### config.mk
export PLATFORM = sky130hd
export DESIGN_NAME = tail_exec_core
export DESIGN_NICKNAME = d
export VERILOG_FILES = /design/src/core/tail_exec_pkg.sv /design/src/core/tail_exec_alu.sv /design/src/core/tail_exec_core.sv
export SDC_FILE = /design/constraint.sdc
export NUM_CORES = 1
export LEC_CHECK = 0
export ABC_AREA = 1
export BUFFER_PORTS_ARGS = -buffer_cell sky130_fd_sc_hd__buf_2
export CAP_MARGIN = 20
export CORE_ASPECT_RATIO = 0.7
export CORE_MARGIN = 4
export CORE_UTILIZATION = 25
export CTS_CLUSTER_DIAMETER = 50
export DETAILED_ROUTE_END_ITERATION = 8
export GPL_ROUTABILITY_DRIVEN = 0
export GPL_TIMING_DRIVEN = 0
export PLACE_DENSITY = 0.38
export SLEW_MARGIN = 25
export SYNTH_ARGS = -nofsm -noshare
export SYNTH_HDL_FRONTEND = slang
export SYNTH_HIERARCHICAL = 1
export SYNTH_SLANG_ARGS = --single-unit
### constraint.sdc
create_clock -name clk_i -period 4.4 [get_ports clk_i]
set_input_delay 0.66 -clock clk_i [delete_from_list [all_inputs] [get_ports clk_i]]
set_output_delay 0.66 -clock clk_i [all_outputs]
set_load 0.005 [all_outputs]
### src/core/tail_exec_pkg.sv
// Shared types and constants for the tail instruction executor.
// Assumes a 32-bit classic Wishbone register bus.
package tail_exec_pkg;

   // Register byte offsets
   localparam logic [8:0] OFF_ACC = 9'h000;
   localparam logic [8:0] OFF_FLAGS = 9'h004;
   localparam logic [8:0] OFF_TBL_PTR = 9'h008;
   localparam logic [8:0] OFF_TBL_HIGH = 9'h00c;
   localparam logic [8:0] OFF_CMD = 9'h010;
   localparam logic [8:0] OFF_EXEC = 9'h014;
   localparam int MEM_SEL_BIT = 8;

   // Execution status fields
   localparam int EXEC_BUSY_BIT = 0;
   localparam int EXEC_SKIP_BIT = 1;

   // Reset values
   localparam logic [7:0] ACC_RST = 8'h00;
   localparam logic [7:0] TBL_PTR_RST = 8'h00;
   localparam logic [31:0] CMD_RST = 32'h0000_0000;

   typedef enum logic [3:0] {
      op_nop = 4'h0,
      op_nibble_exchange_to_acc = 4'h1,
      op_skip_when_null = 4'h2,
      op_move_then_skip_null = 4'h3,
      op_skip_bit_clear = 4'h4,
      op_table_read_current_page = 4'h5,
      op_table_read_final_page = 4'h6,
      op_xor_acc_mem = 4'h7,
      op_xor_into_memory = 4'h8,
      op_xor_literal = 4'h9
   } op_t;

   // Command word: op [3:0], bit [6:4], addr [23:16], literal [31:24]
   typedef struct packed {
      logic [7:0] literal;
      logic [7:0] addr;
      logic [8:0] rsvd;
      logic [2:0] bitsel;
      op_t op;
   } cmd_t;

   // Status flags, carry in bit 0
   typedef struct packed {
      logic watchdog_expiry_bit;
      logic power_down_flag;
      logic sign_excess_bit;
      logic zero_bit;
      logic half_borrow_bit;
      logic carry_bit;
   } flags_t;

   localparam flags_t FLAGS_RST = 6'h00;

   typedef struct packed {
      logic [7:0] value;
      logic to_acc;
      logic to_mem;
      logic upd_zero;
      logic skip_take;
      logic is_table;
   } res_t;

   typedef enum logic [3:0] {
      st_idle = 4'h1,
      st_exec = 4'h2,
      st_dummy = 4'h4,
      st_table = 4'h8
   } state_t;

   function automatic logic is_null(input logic [7:0] v);
      return v == 8'h00;
   endfunction

endpackage

### src/core/tail_exec_alu.sv
// Operand and result logic of the tail instructions.
// Pure combinational; the caller writes results back.
`timescale 1ns/1ps
`default_nettype none
module tail_exec_alu (
   input wire tail_exec_pkg::op_t op_i,
   input wire logic [7:0] acc_i,
   input wire logic [7:0] mem_i,
   input wire logic [2:0] bitsel_i,
   input wire logic [7:0] literal_i,
   output tail_exec_pkg::res_t res_o
);
   import tail_exec_pkg::*;

   always_comb begin
      res_o = '0;
      case (op_i)
         op_nibble_exchange_to_acc: begin
            res_o.value = {mem_i[3:0], mem_i[7:4]}; // RQ1
            res_o.to_acc = 1'b1;
         end
         op_skip_when_null: begin
            res_o.skip_take = is_null(mem_i); // RQ2
         end
         op_move_then_skip_null: begin
            res_o.value = mem_i; // RQ3
            res_o.to_acc = 1'b1;
            res_o.skip_take = is_null(mem_i); // RQ3
         end
         op_skip_bit_clear: begin
            res_o.skip_take = ~mem_i[bitsel_i]; // RQ4
         end
         op_table_read_current_page, op_table_read_final_page: begin
            res_o.is_table = 1'b1;
         end
         op_xor_acc_mem: begin
            res_o.value = acc_i ^ mem_i; // RQ7
            res_o.to_acc = 1'b1;
            res_o.upd_zero = 1'b1;
         end
         op_xor_into_memory: begin
            res_o.value = acc_i ^ mem_i; // RQ8
            res_o.to_mem = 1'b1;
            res_o.upd_zero = 1'b1;
         end
         op_xor_literal: begin
            res_o.value = acc_i ^ literal_i; // RQ9
            res_o.to_acc = 1'b1;
            res_o.upd_zero = 1'b1;
         end
         default: begin
            res_o = '0;
         end
      endcase
   end
endmodule // tail_exec_alu
`default_nettype wire

### src/core/tail_exec_core.sv
// Executor for the tail of the 8-bit instruction set, with
// accumulator, flags, table registers and data memory.
// Assumes classic Wishbone, a ROM answering in the same cycle.
// Function
// RQ1: Nibble exchange puts swapped nibbles of memory byte into accumulator.
// RQ2: Skip-when-null on zero byte drops prefetch, 2 cycles; else 1.
// RQ3: Move-then-skip copies byte to accumulator; skips likewise on zero.
// RQ4: Bit test skips with a dummy cycle when selected bit is clear.
// RQ5: Current-page table read: low byte to memory, high to table-high.
// RQ6: Last-page table read: same transfer from the final program page.
// RQ7: XOR accumulator with memory into accumulator; only zero flag changes.
// RQ8: XOR into memory writes result back; only zero flag changes.
// RQ9: XOR with literal into accumulator; only zero flag changes.
// RQ10: Zero flag set when 8-bit result is zero, else cleared.
//
// Local design decisions: the placing of the registers and the Wishbone interface to the registers.
`timescale 1ns/1ps
`default_nettype none
module tail_exec_core #(
   parameter int DM_DEPTH = 64,
   parameter int PM_AW = 11,
   parameter int PM_DW = 14
) (
   input wire logic clk_i,
   input wire logic reset_n_i,
   input wire logic wb_cyc_i,
   input wire logic wb_stb_i,
   input wire logic wb_we_i,
   input wire logic [8:0] wb_adr_i,
   input wire logic [3:0] wb_sel_i,
   input wire logic [31:0] wb_dat_i,
   output logic [31:0] wb_dat_o,
   output logic wb_ack_o,
   input wire logic [PM_AW-9:0] pc_page_i,
   input wire logic [PM_DW-1:0] rom_data_i,
   output logic [PM_AW-1:0] rom_addr_o,
   output logic rom_rd_o,
   output logic skip_o,
   output logic done_o
);
   import tail_exec_pkg::*;

   localparam int DM_AW = $clog2(DM_DEPTH);

   logic [7:0] mem_q [DM_DEPTH];
   logic [7:0] acc_r, acc_nxt;
   flags_t flags_r, flags_nxt;
   logic [7:0] table_index_pointer_r, table_index_pointer_nxt;
   logic [PM_DW-9:0] table_upper_byte_reg_r, table_upper_byte_reg_nxt;
   cmd_t cmd_r, cmd_nxt;
   state_t state_r, state_nxt;
   logic last_skip_r, last_skip_nxt;
   logic skip_nxt, done_nxt, rom_rd_nxt;
   logic [PM_AW-1:0] rom_addr_nxt;
   logic mem_we;
   logic [DM_AW-1:0] mem_waddr;
   logic [7:0] mem_wdata;
   logic [7:0] mem_rd;
   res_t res;
   logic ack_nxt;
   logic [31:0] dat_nxt;
   logic req, rd_phase, wr_fire, idle, in_mem;
   logic [DM_AW-1:0] bus_idx;

   assign mem_rd = mem_q[cmd_r.addr[DM_AW-1:0]];
   assign idle = state_r == st_idle;
   assign req = wb_cyc_i & wb_stb_i;
   // Registered ack: data sampled on the edge that sees ack high
   assign rd_phase = req & ~wb_ack_o;
   assign wr_fire = req & wb_we_i & wb_ack_o & idle;
   assign bus_idx = wb_adr_i[DM_AW+1:2];
   assign in_mem = wb_adr_i[MEM_SEL_BIT] & (32'(bus_idx) < DM_DEPTH);

   tail_exec_alu u_alu (
      .op_i(cmd_r.op),
      .acc_i(acc_r),
      .mem_i(mem_rd),
      .bitsel_i(cmd_r.bitsel),
      .literal_i(cmd_r.literal),
      .res_o(res)
   );

   // Bus answer
   always_comb begin
      ack_nxt = rd_phase;
      dat_nxt = 32'h0000_0000;
      if (rd_phase & ~wb_we_i) begin
         if (wb_adr_i[MEM_SEL_BIT]) begin
            if (in_mem)
               dat_nxt = 32'(mem_q[bus_idx]);
         end else begin
            case (wb_adr_i)
               OFF_ACC: dat_nxt = 32'(acc_r);
               OFF_FLAGS: dat_nxt = 32'(flags_r);
               OFF_TBL_PTR: dat_nxt = 32'(table_index_pointer_r);
               OFF_TBL_HIGH: dat_nxt = 32'(table_upper_byte_reg_r);
               OFF_CMD: dat_nxt = cmd_r;
               OFF_EXEC: begin
                  dat_nxt[EXEC_BUSY_BIT] = ~idle;
                  dat_nxt[EXEC_SKIP_BIT] = last_skip_r;
               end
               default: dat_nxt = 32'h0000_0000;
            endcase
         end
      end
   end

   always_ff @(posedge clk_i) begin
      if (!reset_n_i) begin
         wb_ack_o <= 1'b0;
         wb_dat_o <= 32'h0000_0000;
      end else begin
         wb_ack_o <= ack_nxt;
         wb_dat_o <= dat_nxt;
      end
   end

   // Execution sequence and register writes
   always_comb begin
      state_nxt = state_r;
      acc_nxt = acc_r;
      flags_nxt = flags_r;
      table_index_pointer_nxt = table_index_pointer_r;
      table_upper_byte_reg_nxt = table_upper_byte_reg_r;
      cmd_nxt = cmd_r;
      last_skip_nxt = last_skip_r;
      skip_nxt = 1'b0;
      done_nxt = 1'b0;
      rom_rd_nxt = 1'b0;
      rom_addr_nxt = rom_addr_o;
      mem_we = 1'b0;
      mem_waddr = cmd_r.addr[DM_AW-1:0];
      mem_wdata = res.value;
      case (state_r)
         st_idle: begin
            // Bus writes only land while idle
            if (wr_fire & wb_adr_i[MEM_SEL_BIT]) begin
               mem_we = in_mem & wb_sel_i[0];
               mem_waddr = bus_idx;
               mem_wdata = wb_dat_i[7:0];
            end else if (wr_fire) begin
               case (wb_adr_i)
                  OFF_ACC:
                     if (wb_sel_i[0]) acc_nxt = wb_dat_i[7:0];
                  OFF_FLAGS:
                     if (wb_sel_i[0]) flags_nxt = wb_dat_i[5:0];
                  OFF_TBL_PTR:
                     if (wb_sel_i[0]) table_index_pointer_nxt = wb_dat_i[7:0];
                  OFF_CMD:
                     if (wb_sel_i == 4'hf) begin
                        cmd_nxt = wb_dat_i;
                        state_nxt = st_exec;
                     end
                  default: state_nxt = st_idle;
               endcase
            end
         end
         st_exec: begin
            if (res.to_acc)
               acc_nxt = res.value; // RQ1 RQ3 RQ7 RQ9
            mem_we = res.to_mem; // RQ8
            if (res.upd_zero)
               flags_nxt.zero_bit = is_null(res.value); // RQ10
            last_skip_nxt = res.skip_take;
            if (res.is_table) begin
               rom_rd_nxt = 1'b1;
               if (cmd_r.op == op_table_read_final_page)
                  rom_addr_nxt = {{(PM_AW-8){1'b1}}, table_index_pointer_r}; // RQ6
               else
                  rom_addr_nxt = {pc_page_i, table_index_pointer_r}; // RQ5
               state_nxt = st_table;
            end else if (res.skip_take) begin
               skip_nxt = 1'b1; // RQ2 RQ3 RQ4
               state_nxt = st_dummy;
            end else begin
               done_nxt = 1'b1;
               state_nxt = st_idle;
            end
         end
         st_dummy: begin
            done_nxt = 1'b1;
            state_nxt = st_idle;
         end
         st_table: begin
            mem_we = 1'b1; // RQ5 RQ6
            mem_wdata = rom_data_i[7:0];
            table_upper_byte_reg_nxt = rom_data_i[PM_DW-1:8]; // RQ5 RQ6
            done_nxt = 1'b1;
            state_nxt = st_idle;
         end
         default: state_nxt = st_idle;
      endcase
   end

   always_ff @(posedge clk_i) begin
      if (!reset_n_i) begin
         state_r <= st_idle;
         acc_r <= ACC_RST;
         flags_r <= FLAGS_RST;
         table_index_pointer_r <= TBL_PTR_RST;
         table_upper_byte_reg_r <= '0;
         cmd_r <= CMD_RST;
         last_skip_r <= 1'b0;
         skip_o <= 1'b0;
         done_o <= 1'b0;
         rom_rd_o <= 1'b0;
         rom_addr_o <= '0;
      end else begin
         state_r <= state_nxt;
         acc_r <= acc_nxt;
         flags_r <= flags_nxt;
         table_index_pointer_r <= table_index_pointer_nxt;
         table_upper_byte_reg_r <= table_upper_byte_reg_nxt;
         cmd_r <= cmd_nxt;
         last_skip_r <= last_skip_nxt;
         skip_o <= skip_nxt;
         done_o <= done_nxt;
         rom_rd_o <= rom_rd_nxt;
         rom_addr_o <= rom_addr_nxt;
      end
   end

   // Memory holds no reset; contents are software's job
   always_ff @(posedge clk_i) begin
      if (mem_we)
         mem_q[mem_waddr] <= mem_wdata;
   end

   // Checks
   logic exec_q;
   assign exec_q = state_r == st_exec;
endmodule // tail_exec_core
`default_nettype wire

==> results.md <==
- The run finished, with violations left.
- The final reports fail on negative setup slack.
- The number of design rule violations left after detail routing is 0.
- Counting every instance in the synthesized netlist gives around 3600.
- The met1 usage in global routing is 0.4065.
- In the synthesized netlist the async set-or-reset flop fraction comes to 0.
- The number of DRC violations after detailed-routing iteration 0 is 5744.
- The final setup violation count is 64.
- The boundary pin count is 114.
- Dividing the detail-routed wire length by the instance count gives between 30 and 40 um.
- The routed wire length is 183.0 mm.
- In this run the worst path has a maximum fanout of 10.
- Hold repair after CTS inserted 0 buffers.
- The post-place setup slack is -1.889 ns.
- The routed layout has approximately 31000 vias.
- TritonCTS built the clock tree.
- Once detail routing completed, the nets flagged for antenna violations numbered 0.
- For the pin with the worst max-slew slack, the measured transition is 1.209 ns.
- The number of warnings issued by yosys is 6.
- The final net count is 3963.
- The clock edge transition at the registers on the reported setup and hold paths is 0.06 ns.
- The sequential cells in the finished layout cover a total of 17740 um^2.
- The root cell of the clock tree is sky130_fd_sc_hd__clkbuf_16.
- The number of antenna violations at the first check in global routing is 20.
- Of the synthesized area, sequential elements account for 0.5744.
- In this run, synthesis inferred 512 flip-flops with an integrated enable.
- Yosys attributes the largest share of cell area to sky130_fd_sc_hd__edfxtp_1 50%, sky130_fd_sc_hd__nand2_1 13%, sky130_fd_sc_hd__dfxtp_1 7.7%, sky130_fd_sc_hd__o21ai_0 6.5%, sky130_fd_sc_hd__nor2_1 5.7%.
- The worst-case IR drop observed on VDD is 0.2468 mV.
- The core area is between 100000 and 150000 um^2.
- The fraction of synthesized cell area taken by the top area cell type is 0.4979.
- The first global-routing pass estimated roughly 240 mm of wire.
- The post-synthesis net count is 3687.
- The layout overhead on the synthesized area is 24.28%.
- The final period demand of the worst path is between 4 and 5 ns.
- For this run, the leading register cell type out of synthesis is sky130_fd_sc_hd__edfxtp_1.
- Static timing analysis puts the maximum clock frequency at 217.8 MHz.
- The area occupied by multi-input gates is 12000 um^2.
- The type of the worst min-delay path is in -> reg.
- The arrival time of the worst setup path is 4.90 ns.
- In this run the static leakage power is 0.01503 uW.
- The number of distinct library cells after synthesis is 41.
- Setup total negative slack on the finished layout was measured at -5.056 ns.
- The largest area contributor in the synthesized netlist is sky130_fd_sc_hd__edfxtp_1.
- The met2 demand-to-capacity share in global routing is 0.3336.
- Counting the buffers created by CTS gives 86.
- The share of the clock period used by the worst path is 1.044.
- After layout, the worst setup slack is -0.1924 ns.
- The count of input and output buffers is 111.
- After detailed routing, the number of vias per cell comes to 5.533.
- Across the run, the number of max-cap violations was 0.
- The share of post-route cells with drive strength above 1 is 0.1529.
- The global-route total usage across every layer is 0.2721.
- In this run the number of H-tree levels came out at 3.
- By startpoint and endpoint, the worst setup path is classified as in -> reg.
- The clock insertion delay at the later pin of the skew report is 0.72 ns.
- The floorplan has 107 rows.
- Entering global routing, the biggest net connects 24 pins.
- The register bit count reported by yosys is 630.
- Summing internal, switching and leakage power gives approximately 14000 uW.
- The largest buffer count on any clock path is 3.
- The global routing met3 resource utilization is 0.1317.
- Dividing the synthesized area by the synthesized cell count gives 8.530 um^2.
- The clock arrives with 0.03944 ns of skew.
- The number of iterations in the first detailed-routing pass is 7.
- For the worst setup path, the data required time is around 4.7 ns.
- Measured along the x axis, the die boundary spans 428.1 um.
- The die covers ~130000 um^2.
- The initial utilization of the core area, before any placement, comes to 0.2529.
- The relative slew slack is 0.1942.
- The number of clock sinks is between 600 and 700.
- The number of hold-slack violations in the final timing report is 0.
- In this run the vertical extent of the chip is 302.0 um.
- The fill cell total of the finished layout is 12930.
- The global-route congestion overflow total is 0.
- Summing every instance area after synthesis gives roughly 31000 um^2.
- In this run the most used layer during global routing was met1.
- STA classifies the critical path endpoint as a flip-flop.
- Setup repair after global routing could not meet its margin everywhere.
- The detailed placer's ending HPWL is approximately 130 mm.
- The nature of the critical path startpoint is an input pin.
- The number of global-route vias before repair is 27640.
- The max-slew violation count came to 0.
- For this design the ratio of total power to cell area is 377.2 nW/um^2.
==> state kept, by name (all words and copies together) (netlist names), 4 cells and up, named ones only <==
| register | flops |
|---|---|
| acc_r | 8 |
| cmd_r | 32 |
| flags_r | 6 |
| mem_q | 512 |
| rom_addr_o | 11 |
| state_r | 4 |
| table_index_pointer_r | 8 |
| table_upper_byte_reg_r | 6 |
| wb_dat_o | 32 |
==> logic make-up after synthesis <==
logic type | share of synthesized area
buffers and inverters | 0.05308
and+or+nand+nor | 0.2466
AOI/OAI and AO/OA | 0.1259
DFF | 0.5744
==> where the power goes <==
| part | internal, uW | switching, uW | total [uW] | leakage, uW |
|---|---|---|---|---|
| clock network | 4330 | 3060 | 7390 | 0.00147 |
| logic | 144 | 580 | 724 | 0.00786 |
| registers | 6360 | 0.662 | 6360 | 0.00570 |
==> worst max-delay path, cell delays in order <==
cell                       delay, ns
sky130_fd_sc_hd__buf_2          0.21
sky130_fd_sc_hd__clkbuf_1       0.50
sky130_fd_sc_hd__clkbuf_2       0.73
sky130_fd_sc_hd__o21ai_2        0.35
sky130_fd_sc_hd__inv_2          0.28
sky130_fd_sc_hd__nand4_1        0.88
sky130_fd_sc_hd__nor2_1         1.25
==> cell usage after synthesis (3+ instances only) <==
| cell type | count |
|---|---|
| sky130_fd_sc_hd__a221oi_1 | 7 |
| sky130_fd_sc_hd__dfxtp_1 | 118 |
| sky130_fd_sc_hd__nor2_4 | 4 |
| sky130_fd_sc_hd__o21ai_0 | 399 |
| sky130_fd_sc_hd__o221ai_1 | 5 |
| sky130_fd_sc_hd__inv_1 | 173 |
| sky130_fd_sc_hd__buf_2 | 42 |
| sky130_fd_sc_hd__o2111ai_1 | 3 |
| sky130_fd_sc_hd__o22ai_1 | 105 |
| sky130_fd_sc_hd__a211oi_1 | 14 |
| sky130_fd_sc_hd__o21ai_1 | 3 |
| sky130_fd_sc_hd__nor2_1 | 472 |
| sky130_fd_sc_hd__nand2_1 | 1071 |
| sky130_fd_sc_hd__clkinv_1 | 4 |
| sky130_fd_sc_hd__nor4_1 | 37 |
| sky130_fd_sc_hd__nand4_1 | 41 |
| sky130_fd_sc_hd__o211ai_1 | 13 |
| sky130_fd_sc_hd__nor3b_1 | 18 |
| sky130_fd_sc_hd__inv_2 | 8 |
| sky130_fd_sc_hd__nor3_1 | 39 |
| sky130_fd_sc_hd__buf_6 | 3 |
| sky130_fd_sc_hd__nand3_1 | 160 |
| sky130_fd_sc_hd__a21oi_1 | 141 |
| sky130_fd_sc_hd__clkbuf_1 | 162 |
| sky130_fd_sc_hd__a22oi_1 | 13 |
| sky130_fd_sc_hd__edfxtp_1 | 512 |
| sky130_fd_sc_hd__buf_1 | 23 |
| sky130_fd_sc_hd__nand3b_1 | 9 |
==> metrics by stage <==
stage,instances,util,hold WS [ns],area [um^2]
after floorplan,3620,-,0.4300,30900
after global placement,5366,0.2744,0.4487,33500
after detailed placement,5444,0.2823,0.4538,34470
after CTS,5609,0.3119,0.1703,38090
after global routing,5604,0.3142,0.2062,38360
final,5610,0.3143,0.1999,38380
==> cell usage in the layout, fill, tap and decap left out, drive strengths merged, types with 5 or more instances in the layout <==
master  netlist  final
buf          68    278
diode         0      6
clkbuf      162    250
o22ai       105    105
nor4         37     37
nand4        43     43
a221oi        7      7
edfxtp      512    512
o21ai       405    405
o221ai        5      5
dfxtp       118    118
clkinv        4     27
nor2        478    478
bufinv        0      5
nor3b        18     18
o211ai       14     14
nand2      1075   1075
a211oi       14     14
nand3b        9      9
a22oi        13     13
nor3         39     39
a21oi       141    141
inv         182    202
nand3       160    160
==> area by class of cell <==
cell class	count	area share
antenna	6	0.0003912
buffer	230	0.04017
clock buffer	111	0.06433
clock inverter	50	0.01278
inverter	186	0.01845
multi-input combinational	2574	0.3126
sequential	630	0.4623
tap	1635	0.05331
timing repair buffer	187	0.03554
timing repair inverter	1	0.0001304
==> per-layer routing <==
layer | routed length (um) | part of all wire
met5 | 281 | 0.0015
met2 | 65120 | 0.36
met1 | 81720 | 0.45
met4 | 5937 | 0.032
met3 | 29900 | 0.16
==> worst paths after layout <==
kind / start / end / slack (ns) / cells after the start
worst min-delay path: rom_data_i[10] / table_upper_byte_reg_r[2] / 0.20 / 3
worst min register to register: table_upper_byte_reg_r[0] / table_upper_byte_reg_r[0] / 0.46 / 2
worst max-delay path: wb_adr_i[3] / mem_q[43][2] / -0.19 / 7
worst max register to register: state_r[3] / mem_q[43][2] / -0.15 / 10
==> repair_timing <==
action / in CTS / in global routing
gates resized for setup: 210 / 121
buffers inserted: 6 / 0
pin swaps: 4 / 15
gates cloned: 0 / 1
setup endpoints to repair: 526 / 393
No activity file was read; power rests on OpenSTA's default activity.
